**src/pclvd_defines.vh**
```
// Purpose: Constants for the power-on-clear and low-voltage detect block
// Assumes: 100 MHz clock, AXI4-Lite register access with 32-bit data
// Notes:   Offsets are byte addresses; each register is one aligned word
`ifndef PCLVD_DEFINES_VH
`define PCLVD_DEFINES_VH

// ----------------------------------------------------------------
// Register offsets
// ----------------------------------------------------------------
`define PCLVD_OFS_CTRL    4'h0
`define PCLVD_OFS_LEVEL   4'h4
`define PCLVD_OFS_CAUSE   4'h8
`define PCLVD_OFS_STATUS  4'hc

// ----------------------------------------------------------------
// Field positions
// ----------------------------------------------------------------
`define PCLVD_CTRL_ENABLE  7
`define PCLVD_CTRL_SOURCE  2
`define PCLVD_CTRL_ACTION  1
`define PCLVD_CTRL_FLAG    0
`define PCLVD_CAUSE_LVD    0
`define PCLVD_STAT_MASK_LO 8

// ----------------------------------------------------------------
// Reset values
// ----------------------------------------------------------------
`define PCLVD_CTRL_RST   8'h00
`define PCLVD_LEVEL_RST  4'h0
`define PCLVD_CAUSE_RST  8'h00

// ----------------------------------------------------------------
// Timing: stabilization wait in microseconds, clock in MHz
// ----------------------------------------------------------------
`define PCLVD_CLK_MHZ       100
`define PCLVD_STAB_MIN_US   1930
`define PCLVD_STAB_MAX_US   5390
`define PCLVD_STAB_MIN_CYC  (`PCLVD_STAB_MIN_US * `PCLVD_CLK_MHZ)
`define PCLVD_STAB_MAX_CYC  (`PCLVD_STAB_MAX_US * `PCLVD_CLK_MHZ)

`endif

```
**src/pclvd_top.v**
```verilog
// Purpose: Power-on-clear reset and low-voltage detector control logic
// Assumes: Analog comparators sit outside and arrive as asynchronous levels
// Notes:   Registers over AXI4-Lite; two interrupt outputs (DETECTOR_INTERRUPT pulse, masked IRQ); one clock
//
// Functional notes
// - Low mode: hold reset until supply passes low
// - Low mode: reset follows supply below low level
// - Upper mode: hold reset until supply passes upper
// - Upper mode: release only at upper level again
// - Upper mode: stabilization wait before release
// - Compare supply or external pin, proper result
// - Bit 2 selects supply or external source
// - Bit 1 set: reset while input below level
// - Bit 1 clear: interrupt on every crossing
// - Bit 0 reads live below-level state
// - Detector reset sets cause bit 0
// - Sixteen selectable supply levels to comparator
// - Power-on reset clears whole cause register
// - Enable starts detector; disabled flag reads zero
// - Non-detector reset clears control; detector reset keeps
//
// The address map and the AXI4-Lite register port were chosen for this implementation.
`timescale 1ns/1ns
`include "pclvd_defines.vh"

module pclvd_top #(
  parameter STAB_CYCLES = `PCLVD_STAB_MIN_CYC
)(
  input  wire        CLOCK,
  input  wire        RESETN,
  input  wire        POC_THRESHOLD_SELECT,
  input  wire        SUPPLY_ABOVE_POC_LOW,
  input  wire        SUPPLY_ABOVE_POC_UPPER,
  input  wire        SUPPLY_BELOW_DETECT,
  input  wire        EXTERNAL_LEVEL_BELOW,
  output wire [3:0]  DETECT_LEVEL_SELECT,
  output wire        INTERNAL_RESET,
  output wire        DETECTOR_RESET,
  output wire        DETECTOR_INTERRUPT,
  output wire        IRQ,
  input  wire [3:0]  S_AXI_AWADDR,
  input  wire        S_AXI_AWVALID,
  output wire        S_AXI_AWREADY,
  input  wire [31:0] S_AXI_WDATA,
  input  wire [3:0]  S_AXI_WSTRB,
  input  wire        S_AXI_WVALID,
  output wire        S_AXI_WREADY,
  output wire [1:0]  S_AXI_BRESP,
  output wire        S_AXI_BVALID,
  input  wire        S_AXI_BREADY,
  input  wire [3:0]  S_AXI_ARADDR,
  input  wire        S_AXI_ARVALID,
  output wire        S_AXI_ARREADY,
  output wire [31:0] S_AXI_RDATA,
  output wire [1:0]  S_AXI_RRESP,
  output wire        S_AXI_RVALID,
  input  wire        S_AXI_RREADY
);

  localparam POC_HOLD = 2'h0;
  localparam POC_WAIT = 2'h1;
  localparam POC_RUN  = 2'h2;

  // ----------------------------------------------------------------
  // Comparator synchronizers
  // ----------------------------------------------------------------
  reg  [4:0] sync1_ff;
  reg  [4:0] sync2_ff;

  // Two flops per comparator level and for the option pin
  always @(posedge CLOCK or negedge RESETN)
  begin
    if (!RESETN)
    begin
      sync1_ff <= 5'h00;
      sync2_ff <= 5'h00;
    end
    else
    begin
      sync1_ff <= {POC_THRESHOLD_SELECT, EXTERNAL_LEVEL_BELOW, SUPPLY_BELOW_DETECT,
                   SUPPLY_ABOVE_POC_UPPER, SUPPLY_ABOVE_POC_LOW};
      sync2_ff <= sync1_ff;
    end
  end

  wire above_low   = sync2_ff[0];
  wire above_upper = sync2_ff[1];
  wire sup_below   = sync2_ff[2];
  wire ext_below   = sync2_ff[3];
  wire upper_mode  = sync2_ff[4];  // Read only in hold, same latency as the levels

  // ----------------------------------------------------------------
  // Power-on-clear sequencer
  // ----------------------------------------------------------------
  reg  [1:0]  poc_state_ff;
  reg  [1:0]  nxt_poc_state;
  reg  [31:0] stab_cnt_ff;
  reg  [31:0] nxt_stab_cnt;

  // Release conditions and stabilization wait
  always @*
  begin
    nxt_poc_state = poc_state_ff;
    nxt_stab_cnt  = stab_cnt_ff;
    case (poc_state_ff)
      POC_HOLD:
      begin
        nxt_stab_cnt = 32'h0;
        if (above_low && !upper_mode)
          nxt_poc_state = POC_RUN;
        else if (above_low && upper_mode)
          nxt_poc_state = POC_WAIT;
      end
      POC_WAIT:
      begin
        if (!above_low)
          nxt_poc_state = POC_HOLD;
        else if (stab_cnt_ff < STAB_CYCLES)
          nxt_stab_cnt = stab_cnt_ff + 32'h1;
        else if (above_upper)
          nxt_poc_state = POC_RUN;
      end
      POC_RUN:
      begin
        if (!above_low)
          nxt_poc_state = POC_HOLD;
      end
      default:
        nxt_poc_state = POC_HOLD;
    endcase
  end

  always @(posedge CLOCK or negedge RESETN)
  begin
    if (!RESETN)
    begin
      poc_state_ff <= POC_HOLD;
      stab_cnt_ff  <= 32'h0;
    end
    else
    begin
      poc_state_ff <= nxt_poc_state;
      stab_cnt_ff  <= nxt_stab_cnt;
    end
  end

  wire poc_reset = (poc_state_ff != POC_RUN);

  // ----------------------------------------------------------------
  // Detector registers and logic
  // ----------------------------------------------------------------
  reg        enable_ff;
  reg        source_ff;
  reg        action_ff;
  reg  [3:0] level_ff;
  reg        cause_ff;
  reg        below_prev_ff;
  reg  [1:0] stat_ff;
  reg  [1:0] mask_ff;

  wire monitored_below = source_ff ? ext_below : sup_below;
  wire below_level_flag = enable_ff & monitored_below;
  wire det_reset = below_level_flag & action_ff;
  wire crossing = enable_ff & ~action_ff & (below_level_flag != below_prev_ff);

  assign DETECT_LEVEL_SELECT = level_ff;
  assign DETECTOR_RESET      = det_reset;
  assign INTERNAL_RESET      = poc_reset | det_reset;
  assign DETECTOR_INTERRUPT  = crossing;
  assign IRQ                 = |(stat_ff & mask_ff);

  // ----------------------------------------------------------------
  // AXI4-Lite slave
  // ----------------------------------------------------------------
  reg        aw_got_ff;
  reg        w_got_ff;
  reg  [3:0] awaddr_ff;
  reg  [31:0] wdata_ff;
  reg  [3:0] wstrb_ff;
  reg        bvalid_ff;
  reg  [1:0] bresp_ff;
  reg        rvalid_ff;
  reg  [1:0] rresp_ff;
  reg  [31:0] rdata_ff;

  assign S_AXI_AWREADY = ~aw_got_ff & ~bvalid_ff;
  assign S_AXI_WREADY  = ~w_got_ff & ~bvalid_ff;
  assign S_AXI_BVALID  = bvalid_ff;
  assign S_AXI_BRESP   = bresp_ff;
  assign S_AXI_ARREADY = ~rvalid_ff;
  assign S_AXI_RVALID  = rvalid_ff;
  assign S_AXI_RDATA   = rdata_ff;
  assign S_AXI_RRESP   = rresp_ff;

  wire aw_hs = S_AXI_AWVALID & S_AXI_AWREADY;
  wire w_hs  = S_AXI_WVALID & S_AXI_WREADY;
  wire ar_hs = S_AXI_ARVALID & S_AXI_ARREADY;
  wire wr_go = aw_got_ff & w_got_ff;
  wire wr_ctrl  = wr_go && (awaddr_ff == `PCLVD_OFS_CTRL) && wstrb_ff[0];
  wire wr_level = wr_go && (awaddr_ff == `PCLVD_OFS_LEVEL) && wstrb_ff[0];
  wire wr_stat  = wr_go && (awaddr_ff == `PCLVD_OFS_STATUS);
  wire wr_ok    = (awaddr_ff == `PCLVD_OFS_CTRL) || (awaddr_ff == `PCLVD_OFS_LEVEL) ||
                  (awaddr_ff == `PCLVD_OFS_CAUSE) || (awaddr_ff == `PCLVD_OFS_STATUS);

  // Write path: capture address and data in any order, answer after both
  always @(posedge CLOCK or negedge RESETN)
  begin
    if (!RESETN)
    begin
      aw_got_ff <= 1'b0;
      w_got_ff  <= 1'b0;
      awaddr_ff <= 4'h0;
      wdata_ff  <= 32'h0;
      wstrb_ff  <= 4'h0;
      bvalid_ff <= 1'b0;
      bresp_ff  <= 2'h0;
    end
    else
    begin
      if (aw_hs)
      begin
        aw_got_ff <= 1'b1;
        awaddr_ff <= {S_AXI_AWADDR[3:2], 2'h0};
      end
      if (w_hs)
      begin
        w_got_ff <= 1'b1;
        wdata_ff <= S_AXI_WDATA;
        wstrb_ff <= S_AXI_WSTRB;
      end
      if (wr_go)
      begin
        aw_got_ff <= 1'b0;
        w_got_ff  <= 1'b0;
        bvalid_ff <= 1'b1;
        bresp_ff  <= wr_ok ? 2'h0 : 2'h2;
      end
      else if (bvalid_ff && S_AXI_BREADY)
        bvalid_ff <= 1'b0;
    end
  end

  // Read path: one-cycle answer, unmapped gives SLVERR
  always @(posedge CLOCK or negedge RESETN)
  begin
    if (!RESETN)
    begin
      rvalid_ff <= 1'b0;
      rdata_ff  <= 32'h0;
      rresp_ff  <= 2'h0;
    end
    else if (ar_hs)
    begin
      rvalid_ff <= 1'b1;
      rresp_ff  <= 2'h0;
      case ({S_AXI_ARADDR[3:2], 2'h0})
        `PCLVD_OFS_CTRL:
          rdata_ff <= {24'h0, enable_ff, 4'h0, source_ff, action_ff, below_level_flag};
        `PCLVD_OFS_LEVEL:
          rdata_ff <= {28'h0, level_ff};
        `PCLVD_OFS_CAUSE:
          rdata_ff <= {31'h0, cause_ff};
        `PCLVD_OFS_STATUS:
          rdata_ff <= {22'h0, mask_ff, 6'h0, stat_ff};
        default:
        begin
          rdata_ff <= 32'h0;
          rresp_ff <= 2'h2;
        end
      endcase
    end
    else if (rvalid_ff && S_AXI_RREADY)
      rvalid_ff <= 1'b0;
  end

  // Control and level registers: kept through a detector reset
  always @(posedge CLOCK or negedge RESETN)
  begin
    if (!RESETN)
    begin
      enable_ff <= 1'b0;
      source_ff <= 1'b0;
      action_ff <= 1'b0;
      level_ff  <= `PCLVD_LEVEL_RST;
    end
    else if (poc_reset)
    begin
      enable_ff <= 1'b0;
      source_ff <= 1'b0;
      action_ff <= 1'b0;
      level_ff  <= `PCLVD_LEVEL_RST;
    end
    else
    begin
      if (wr_ctrl)
      begin
        enable_ff <= wdata_ff[`PCLVD_CTRL_ENABLE];
        source_ff <= wdata_ff[`PCLVD_CTRL_SOURCE];
        action_ff <= wdata_ff[`PCLVD_CTRL_ACTION];
      end
      if (wr_level)
        level_ff <= wdata_ff[3:0];
    end
  end

  // Cause flag, crossing history and interrupt status
  always @(posedge CLOCK or negedge RESETN)
  begin
    if (!RESETN)
    begin
      cause_ff      <= 1'b0;
      below_prev_ff <= 1'b0;
      stat_ff       <= 2'h0;
      mask_ff       <= 2'h0;
    end
    else
    begin
      below_prev_ff <= below_level_flag;
      if (poc_reset)
        cause_ff <= 1'b0;
      else if (det_reset)
        cause_ff <= 1'b1;
      if (wr_stat && wstrb_ff[1])
        mask_ff <= wdata_ff[`PCLVD_STAT_MASK_LO +: 2];
      // Set wins over write-one-to-clear
      stat_ff[0] <= crossing | (stat_ff[0] & ~(wr_stat & wstrb_ff[0] & wdata_ff[0]));
      stat_ff[1] <= det_reset | (stat_ff[1] & ~(wr_stat & wstrb_ff[0] & wdata_ff[1]));
    end
  end

endmodule // pclvd_top

```
**config.mk**
```make
export PLATFORM = sky130hd
export DESIGN_NAME = pclvd_top
export DESIGN_NICKNAME = d
export VERILOG_FILES = /design/src/pclvd_top.v
export VERILOG_INCLUDE_DIRS = /design/src
export SDC_FILE = /design/constraint.sdc
export NUM_CORES = 1
export LEC_CHECK = 0
export BUFFER_PORTS_ARGS = -buffer_cell sky130_fd_sc_hd__buf_2
export CORE_ASPECT_RATIO = 1.5
export CORE_UTILIZATION = 51
export CTS_CLUSTER_SIZE = 28
export DETAILED_ROUTE_END_ITERATION = 10
export PLACE_DENSITY = 0.9
export REMOVE_ABC_BUFFERS = 1
export SYNTH_ARGS = -nofsm -noshare
export SYNTH_HDL_FRONTEND = slang
export SYNTH_SLANG_ARGS = --single-unit
```
**constraint.sdc**
```tcl
create_clock -name CLOCK -period 2.7 [get_ports CLOCK]
set_clock_uncertainty 0.05 [all_clocks]
set_input_delay 0.405 -clock CLOCK [delete_from_list [all_inputs] [get_ports CLOCK]]
set_output_delay 0.405 -clock CLOCK [all_outputs]
set_load 0.03 [all_outputs]
```
==> impl_summary.txt, run 1 <==
----------------------------------------------------
[Status]
  Run status ... complete, no violations

[Global routing]
  Vias in the first global route ... 2,480
  Global-route wire length before repair ... around 12,000 um
  Largest net degree at the start of global routing ... 81
  Total congestion overflow ... 0
  Global router's overall resource usage ... between 20% and 30%
  Initial antenna violation count ... 0

[Synthesis]
  Yosys warnings ... 0
  Number of enable flip-flop cells after synthesis ... 0
  Synth top area share ... between 50% and 60%
  Synthesized flop and latch total ... 80
  Most instantiated cells after synthesis ... dfrtp_1 (80), nand2_1 (31), buf_4 (28)
  Count of different cell masters after synthesis ... 47
  Synth Flop Type ... dfrtp_1
  Cell types with the largest area share after synthesis ... dfrtp_1 (56%), buf_4 (5.9%), mux2_2 (4.4%), nand2_1 (3.2%), and2_1 (3.0%)
  Post-synth ARST share ... 100%
  Largest area contributor in the netlist ... dfrtp_1
  Post-synth design cell area ... between 3000 and 4000 um^2
  Post-Synthesis Mean Instance Area ... roughly 11 um^2
  Cells after synthesis ... about 320
  Portion of the post-synthesis area used by sequential elements ... around 56%
  Cell with the most instances after synthesis ... dfrtp_1

[Clock tree]
  Post-CTS repair timing setup buffer count ... 0
  CTS tree ... built
  Clock H-tree levels ... 3
  Clock-pin slew on the worst setup and hold paths ... roughly 0.07 ns
  Buffers from clock root to sink, at most ... 2
  Worst-Skew Late Latency ... between 0.3 and 0.4 ns
  Post-CTS sizing ... 0
  CTS Root Buffer Type ... clkbuf_8
  Number of sinks handled by clock tree synthesis ... 80
  Hold-fix buffer count after cts ... 0
  Clock buffer count from CTS ... 9

[Finish]
  Fill cell count ... approximately 540
  Final standard cell count with taps included and fillers excluded ... around 460
  Synthesis-to-finish area growth ... 11.0%
  # diodes ... 0
  Final nets ... ~430
  Fraction of final layout cells with drive strength greater than 1 ... a little over a fifth

[Timing]
  Post-route setup TNS ... 0 ns
  Tightest Pin Transition ... slightly below 1 ns
  Hold Fails Final Rpt ... 0
  RSZ-0062 raised after global routing ... false
  Final critical-path setup slack ... roughly 0.33 ns
  Total of endpoints with negative setup slack in the final report ... 0
  Final worst path period share ... 87.9%
  Maximum clock frequency ... 421 MHz
  Post-route minimum period ... ~2.4 ns
  Worst slew margin ... roughly a third
  Final number of max-transition violations ... 0

[Floorplanning]
  Die Ht ... approximately 100 um
  Initial Util ... between 50% and 60%
  Die Area ... ~7400 um^2
  Placeable core region ... ~7000 um^2
  Placement Rows ... 37
  Horizontal die dimension ... just over 70 um
  Count of pins on the block boundary ... roughly 110

[Route]
  First-pass DRT Iterations ... 4
  Total met3 wirelength after detailed routing ... roughly 320 um
  Vias ... roughly 2,500
  Residual DRC count ... 0
  DR iter-0 viols ... 196
  Detail-routed net length per standard cell ... 15.3 um
  Highest metal layer with signal wires ... met4
  Count of nets left with antenna violations after detail routing ... 0
  Post-detailed-route via-to-cell ratio ... 5.55
  DRT Wirelength ... roughly 7000 um
  DRT met1 WL ... ~2600 um
  Detailed route wirelength on metal2 ... between 3000 and 4000 um

[Pwr]
  Worst vdd ir ... 0.000277 V
  P_int ... about 2.0 mW
  Power per Cell Area ... between 700 and 800 nW/um^2
  Reported net switching power ... around 0.87 mW
  Switching portion of total power ... approximately 30%
  Part of the power in registers ... between 50 and 60%
  Clock power frac ... between 20% and 30%
  Lkg Pwr ... 1.87 nW
  Combinational Power Share ... roughly a fifth

[Hold path]
  Class of the tightest hold or removal check ... in2reg

[Critical path]
  Worst setup path class ... reg2out
  Worst EP arrival ... 1.92 ns
  Kind of start point of the critical path ... flop
  Worst EP required ... between 2 and 2.5 ns
  CP Max Fanout ... 4
  Element type at the critical path end ... primary output

[Place]
  Post-detail-place hpwl ... 4860 um
  Placer Congestion ... just over 0.8
  Pre-CTS worst setup slack ... between 0.5 and 0.6 ns
  Count of buffers from port buffering ... 45
  # placed instances ... 441

[Run]
  Max_cap viols ... 0

----------------------------------------------------
per-stage QoR:
| stage | area, um^2 | utilization (%) | hold slack (ns) | total power, mW |
|---|---|---|---|---|
| CTS | 3980 | 58.4 | 0.0888 | 2.90 |
| finish | 3980 | 58.4 | 0.107 | 2.88 |
| floorplan | 3450 | - | 0.0594 | 1.86 |
| global route | 3980 | 58.4 | 0.0912 | 3.00 |
| detailed placement | 3790 | 55.7 | 0.286 | 2.05 |
| global placement | 3790 | 55.7 | 0.283 | 2.01 |
flip-flops by register name, indices dropped and copies added (netlist names), 2 cells and up:
| register | cells |
|---|---|
| sync2_ff | 5 |
| sync1_ff | 5 |
| stat_ff | 2 |
| stab_cnt_ff | 32 |
| awaddr_ff | 2 |
| wdata_ff | 7 |
| DETECT_LEVEL_SELECT | 4 |
| mask_ff | 2 |
| wstrb_ff | 2 |
| S_AXI_RDATA | 7 |
| poc_state_ff | 2 |
cells by family (layout without fill, tap and decap cells):
group / Yosys count / count (layout) / share of synthesized area (%)
AO/OA/AOI/OAI: 56 / 56 / 11.4
XOR/XNOR: 3 / 3 / 0.733
adder cells (fa/ha/maj): 1 / 1 / 0.349
buffers and inverters: 41 / 68 / 7.23
flip-flops: 80 / 80 / 55.9
multiplexers: 25 / 25 / 7.82
other: 1 / 28 / 0.105
AND/OR/NAND/NOR: 117 / 117 / 16.5
placed cells by master, fill, tap and decap left out, drive strengths merged, types with 3 or more instances in the layout:
master	count
xnor2	3
nand3	10
buf	47
and3	4
nor4	3
or3	6
nand2	31
conb	28
mux2i	10
mux2	14
and2	17
nor3	4
o21ai	17
nor2	26
inv	6
nand2b	4
clkbuf	12
a31o	4
dfrtp	80
a21oi	13
a22o	3
layout make-up:
type / instances / area [um^2] / share of cell area [%]
Clock inverter: 3 / 42.5 / 1.07
Inverter: 6 / 22.5 / 0.566
Tap cell: 78 / 97.6 / 2.45
Clock buffer: 12 / 145 / 3.65
Sequential cell: 80 / 2000 / 50.3
Multi-Input combinational cell: 230 / 1420 / 35.8
Timing Repair Buffer: 47 / 243 / 6.10
routing by layer:
metal	up-vias	global-route usage (%)
li1	1183	-
met1	1227	22.7
met2	89	34.4
met3	30	5.01
met4	0	14.0
met5	-	0
worst max-delay path, stage by stage, from the launching register on:
cell and delay [ns]:
dfrtp_1 0.41, mux2i_1 0.14, nor2b_1 0.31, xnor2_1 0.11, nor3b_1 0.33, buf_2 0.27
path summary, 6_finish.rpt:
path	startpoint	slack [ns]	depth (start not counted)	endpoint
worst max-delay path	source_ff	0.33	5	DETECTOR_INTERRUPT
worst max register to register	stab_cnt_ff[27]	0.47	5	stab_cnt_ff[15]
max in group asynchronous	RESETN	1.81	1	stab_cnt_ff[12]
worst min register to register	sync1_ff[4]	0.30	0	sync2_ff[4]
worst min-delay path	EXTERNAL_LEVEL_BELOW	0.11	1	sync1_ff[3]
min in group asynchronous	RESETN	0.15	1	S_AXI_RDATA[3]
power groups by stage:
stage	clock (mW)	combinational [mW]	sequential, mW
final	0.845	0.565	1.47
after global routing	0.909	0.613	1.48
after CTS	0.867	0.570	1.46
after detailed placement	0	0.565	1.49
after global placement	0	0.539	1.47
after floorplan	0	0.381	1.48
Note: power is estimated with default switching activity, not from simulation.
==> run 2, diff against run 1 <==
--- a/config.mk
+++ b/config.mk
@@ -7,7 +7,7 @@
 export NUM_CORES = 1
 export LEC_CHECK = 0
 export BUFFER_PORTS_ARGS = -buffer_cell sky130_fd_sc_hd__buf_2
-export CORE_ASPECT_RATIO = 1.5
+export CORE_ASPECT_RATIO = 1.4
 export CORE_UTILIZATION = 51
 export CTS_CLUSTER_SIZE = 28
 export DETAILED_ROUTE_END_ITERATION = 10
==> run 2 against run 1 <==
  * Clock power grew 22%
  * First-iteration DRC count is 25% lower
  * Wire length shrank 8.2%
==> impl_summary.txt, run 2 (synthesized netlist as in run 1, its figures left out) <==
----------------------------------------------------
[Status]
  Run status ... complete, no violations

[Finish]
  Final nets ... 431 (unchanged)
  Top register by number of flip-flops ... stab_cnt_ff
  Fill cell count ... 539 (+0.19%)
  Largest register FFs ... 32 (unchanged)
  Synthesis-to-finish area growth ... 12.7%
  Highest-count cells in the layout ignoring fill and taps ... dfrtp_1 (80), buf_2 (44), nand2_1 (31)
  Final standard cell count with taps included and fillers excluded ... 470 (+3.1%)
  Commonest non-fill, non-tap cell in the layout ... dfrtp_1
  Fraction of final layout cells with drive strength greater than 1 ... 22.5% (+0.53 points)
  # diodes ... 0 (unchanged)

[Critical path]
  Slack of the worst reg-to-reg path ... 0.43 ns (-0.04 ns)
  Crit path launch ... source_ff
  Critical R2R Capture ... stab_cnt_ff[7]
  Worst setup path class ... reg2out
  Worst EP arrival ... 1.90 ns (-0.02 ns)
  Kind of start point of the critical path ... flop
  Top Family by Delay on Critical Path ... simple AND/OR/NAND/NOR gates
  Element type at the critical path end ... primary output
  CP Max Fanout ... 4 (unchanged)
  Worst EP required ... 2.25 ns (about the same)
  Register-to-Register Path Depth ... 5 (unchanged)
  Buffers & Inverters on Critical Path ... 1 (unchanged)
  Slowest stage delay, CP ... 0.41 ns (about the same)
  Cell breakdown of the critical path ... mux2i_1, nor2b_1, xnor2_1, nor3b_1, buf_2
  Reg2Reg Launch Point ... stab_cnt_ff[28]
  Crit path max-delay cell type ... dfrtp_1

[Timing]
  Tightest Pin Transition ... 0.960 ns (-0.0192 ns)
  Final worst path period share ... 87.3% (-0.59 points)
  Total of endpoints with negative setup slack in the final report ... 0 (unchanged)
  RSZ-0062 raised after global routing ... false
  Worst slew margin ... 36.0% (+1.3 points)
  Hold Fails Final Rpt ... 0 (unchanged)
  Post-route minimum period ... 2.36 ns (-0.0159 ns)
  Post-route setup TNS ... 0 ns (unchanged)
  Final number of max-transition violations ... 0 (unchanged)
  Maximum clock frequency ... 424 MHz (+0.67%)

[Clock tree]
  Post-CTS repair timing setup buffer count ... 0 (unchanged)
  Clock-pin slew on the worst setup and hold paths ... 0.08 ns (about the same)
  Clock H-tree levels ... 3 (unchanged)
  Worst-Skew Late Latency ... 0.35 ns (about the same)
  CTS tree ... built
  Clock buffer count from CTS ... 9 (unchanged)
  Hold-fix buffer count after cts ... 0 (unchanged)
  CTS Root Buffer Type ... clkbuf_8
  Buffers from clock root to sink, at most ... 2 (unchanged)
  Number of sinks handled by clock tree synthesis ... 80 (unchanged)
  Post-CTS sizing ... 0 (unchanged)

[Floorplanning]
  Die Area ... 7370 um^2 (about the same)
  Horizontal die dimension ... 72.8 um (+3.4%)
  Count of pins on the block boundary ... 105 (unchanged)
  Placement Rows ... 35 (-5.4%)
  Initial Util ... 53.5% (+0.83 points)
  Die Ht ... 101 um (-3.3%)
  Placeable core region ... 6700 um^2 (-1.5%)

[Pwr]
  Power per Cell Area ... 756 nW/um^2 (+4.5%)
  Switching portion of total power ... 29.2% (-1.2 points)
  Worst vdd ir ... 0.000380 V (+37%)
  Reported net switching power ... 0.891 mW (+1.9%)
  Clock power frac ... 33.7% (+4.3 points)
  Combinational Power Share ... 18.3% (-1.3 points)
  Part of the power in registers ... 48.0% (-3.0 points)
  P_int ... 2.16 mW (+8.0%)
  Lkg Pwr ... 1.90 nW (+1.4%)

[Global routing]
  Initial antenna violation count ... 0 (unchanged)
  Total congestion overflow ... 0 (unchanged)
  Largest net degree at the start of global routing ... 81 (unchanged)
  Global router's overall resource usage ... 18.9% (-1.7 points)
  Vias in the first global route ... 2,341 (-5.6%)
  Global-route wire length before repair ... 10,500 um (-10%)

[Route]
  First-pass DRT Iterations ... 4 (unchanged)
  Count of nets left with antenna violations after detail routing ... 0 (unchanged)
  DR iter-0 viols ... 147 (-25%)
  Vias ... 2,493 (-1.4%)
  Residual DRC count ... 0 (unchanged)
  Post-detailed-route via-to-cell ratio ... 5.30 (-4.4%)
  Detail-routed net length per standard cell ... 13.6 um (-11%)
  DRT Wirelength ... 6400 um (-8.2%)

[Place]
  Placer Congestion ... 0.815 (+0.95%)
  Post-detail-place hpwl ... 4450 um (-8.4%)
  # placed instances ... 455 (+3.2%)
  Count of buffers from port buffering ... 45 (unchanged)

[Hold path]
  Class of the tightest hold or removal check ... in2reg
  Cell count of the worst hold path ... 1 (unchanged)
  Hold Crit Endpoint ... sync1_ff[2]
  Start point of the worst min-delay path ... SUPPLY_BELOW_DETECT

[Run]
  Max_cap viols ... 0 (unchanged)

----------------------------------------------------
[run 2: cell types whose count changed in the layout (fill, tap and decap cells not counted), sizes merged]
cell | previous run | this run
clkbuf | 12 | 9
bufinv | 1 | 3
clkinvlp | 1 | 0
clkinv | 1 | 3
[run 2: worst reg2reg max path, cell delays in order (launching register included)]
cell and delay (ns):
dfrtp_1 0.39, nor4_1 0.42, nand3_1 0.25, a2111o_1 0.57, or3_1 0.37, a21oi_1 0.16
[run 2: power by group through the flow]
stage               clock, mW  sequential, mW  combinational [mW]
CTS                      1.05            1.46               0.567
finish                   1.03            1.46               0.558
global placement            0            1.47               0.537
global route             1.09            1.49               0.611
detailed placement          0            1.49               0.560
floorplan                   0            1.48               0.381
[run 2: cell type report]
cell class / count / area, um^2 / area share, %
Sequential cell: 80 / 2000 / 49.6
Multi-Input combinational cell: 230 / 1420 / 35.3
Timing Repair Buffer: 47 / 243 / 6.01
Clock buffer: 9 / 124 / 3.07
Tap cell: 92 / 115 / 2.85
Clock inverter: 6 / 109 / 2.70
Inverter: 6 / 22.5 / 0.558
[run 2: per-stage QoR]
stage / utilization (%) / worst slack (ns) / power (mW) / area, um^2 / hold WS [ns]
after CTS: 60.3 / 0.316 / 3.09 / 4040 / 0.0900
after detailed placement: 56.8 / 0.437 / 2.05 / 3810 / 0.285
after global routing: 60.3 / 0.197 / 3.19 / 4040 / 0.0855
after floorplan: - / 0.661 / 1.86 / 3450 / 0.0594
after global placement: 56.8 / 0.541 / 2.01 / 3810 / 0.282
final: 60.3 / 0.342 / 3.05 / 4040 / 0.109
[run 2: how the worst max path moves through the flow]
| stage | to | slack, ns | cells past startpoint |
|---|---|---|---|
| 6_report | DETECTOR_INTERRUPT | 0.34 | 5 |
| 3_5_place_dp | stab_cnt_ff[7] | 0.44 | 5 |
| 4_1_cts | DETECTOR_INTERRUPT | 0.32 | 5 |
| 2_1_floorplan | DETECTOR_INTERRUPT | 0.66 | 4 |
| 5_1_grt | stab_cnt_ff[11] | 0.20 | 5 |
| 3_3_place_gp | stab_cnt_ff[15] | 0.54 | 5 |
[run 2: routing by layer]
metal | part of all wire [%] | GRT usage [%]
met1 | 40 | 21.2
met3 | 4.3 | 5.07
met5 | 0 | 0
met2 | 53 | 33.6
met4 | 2.0 | 7.84
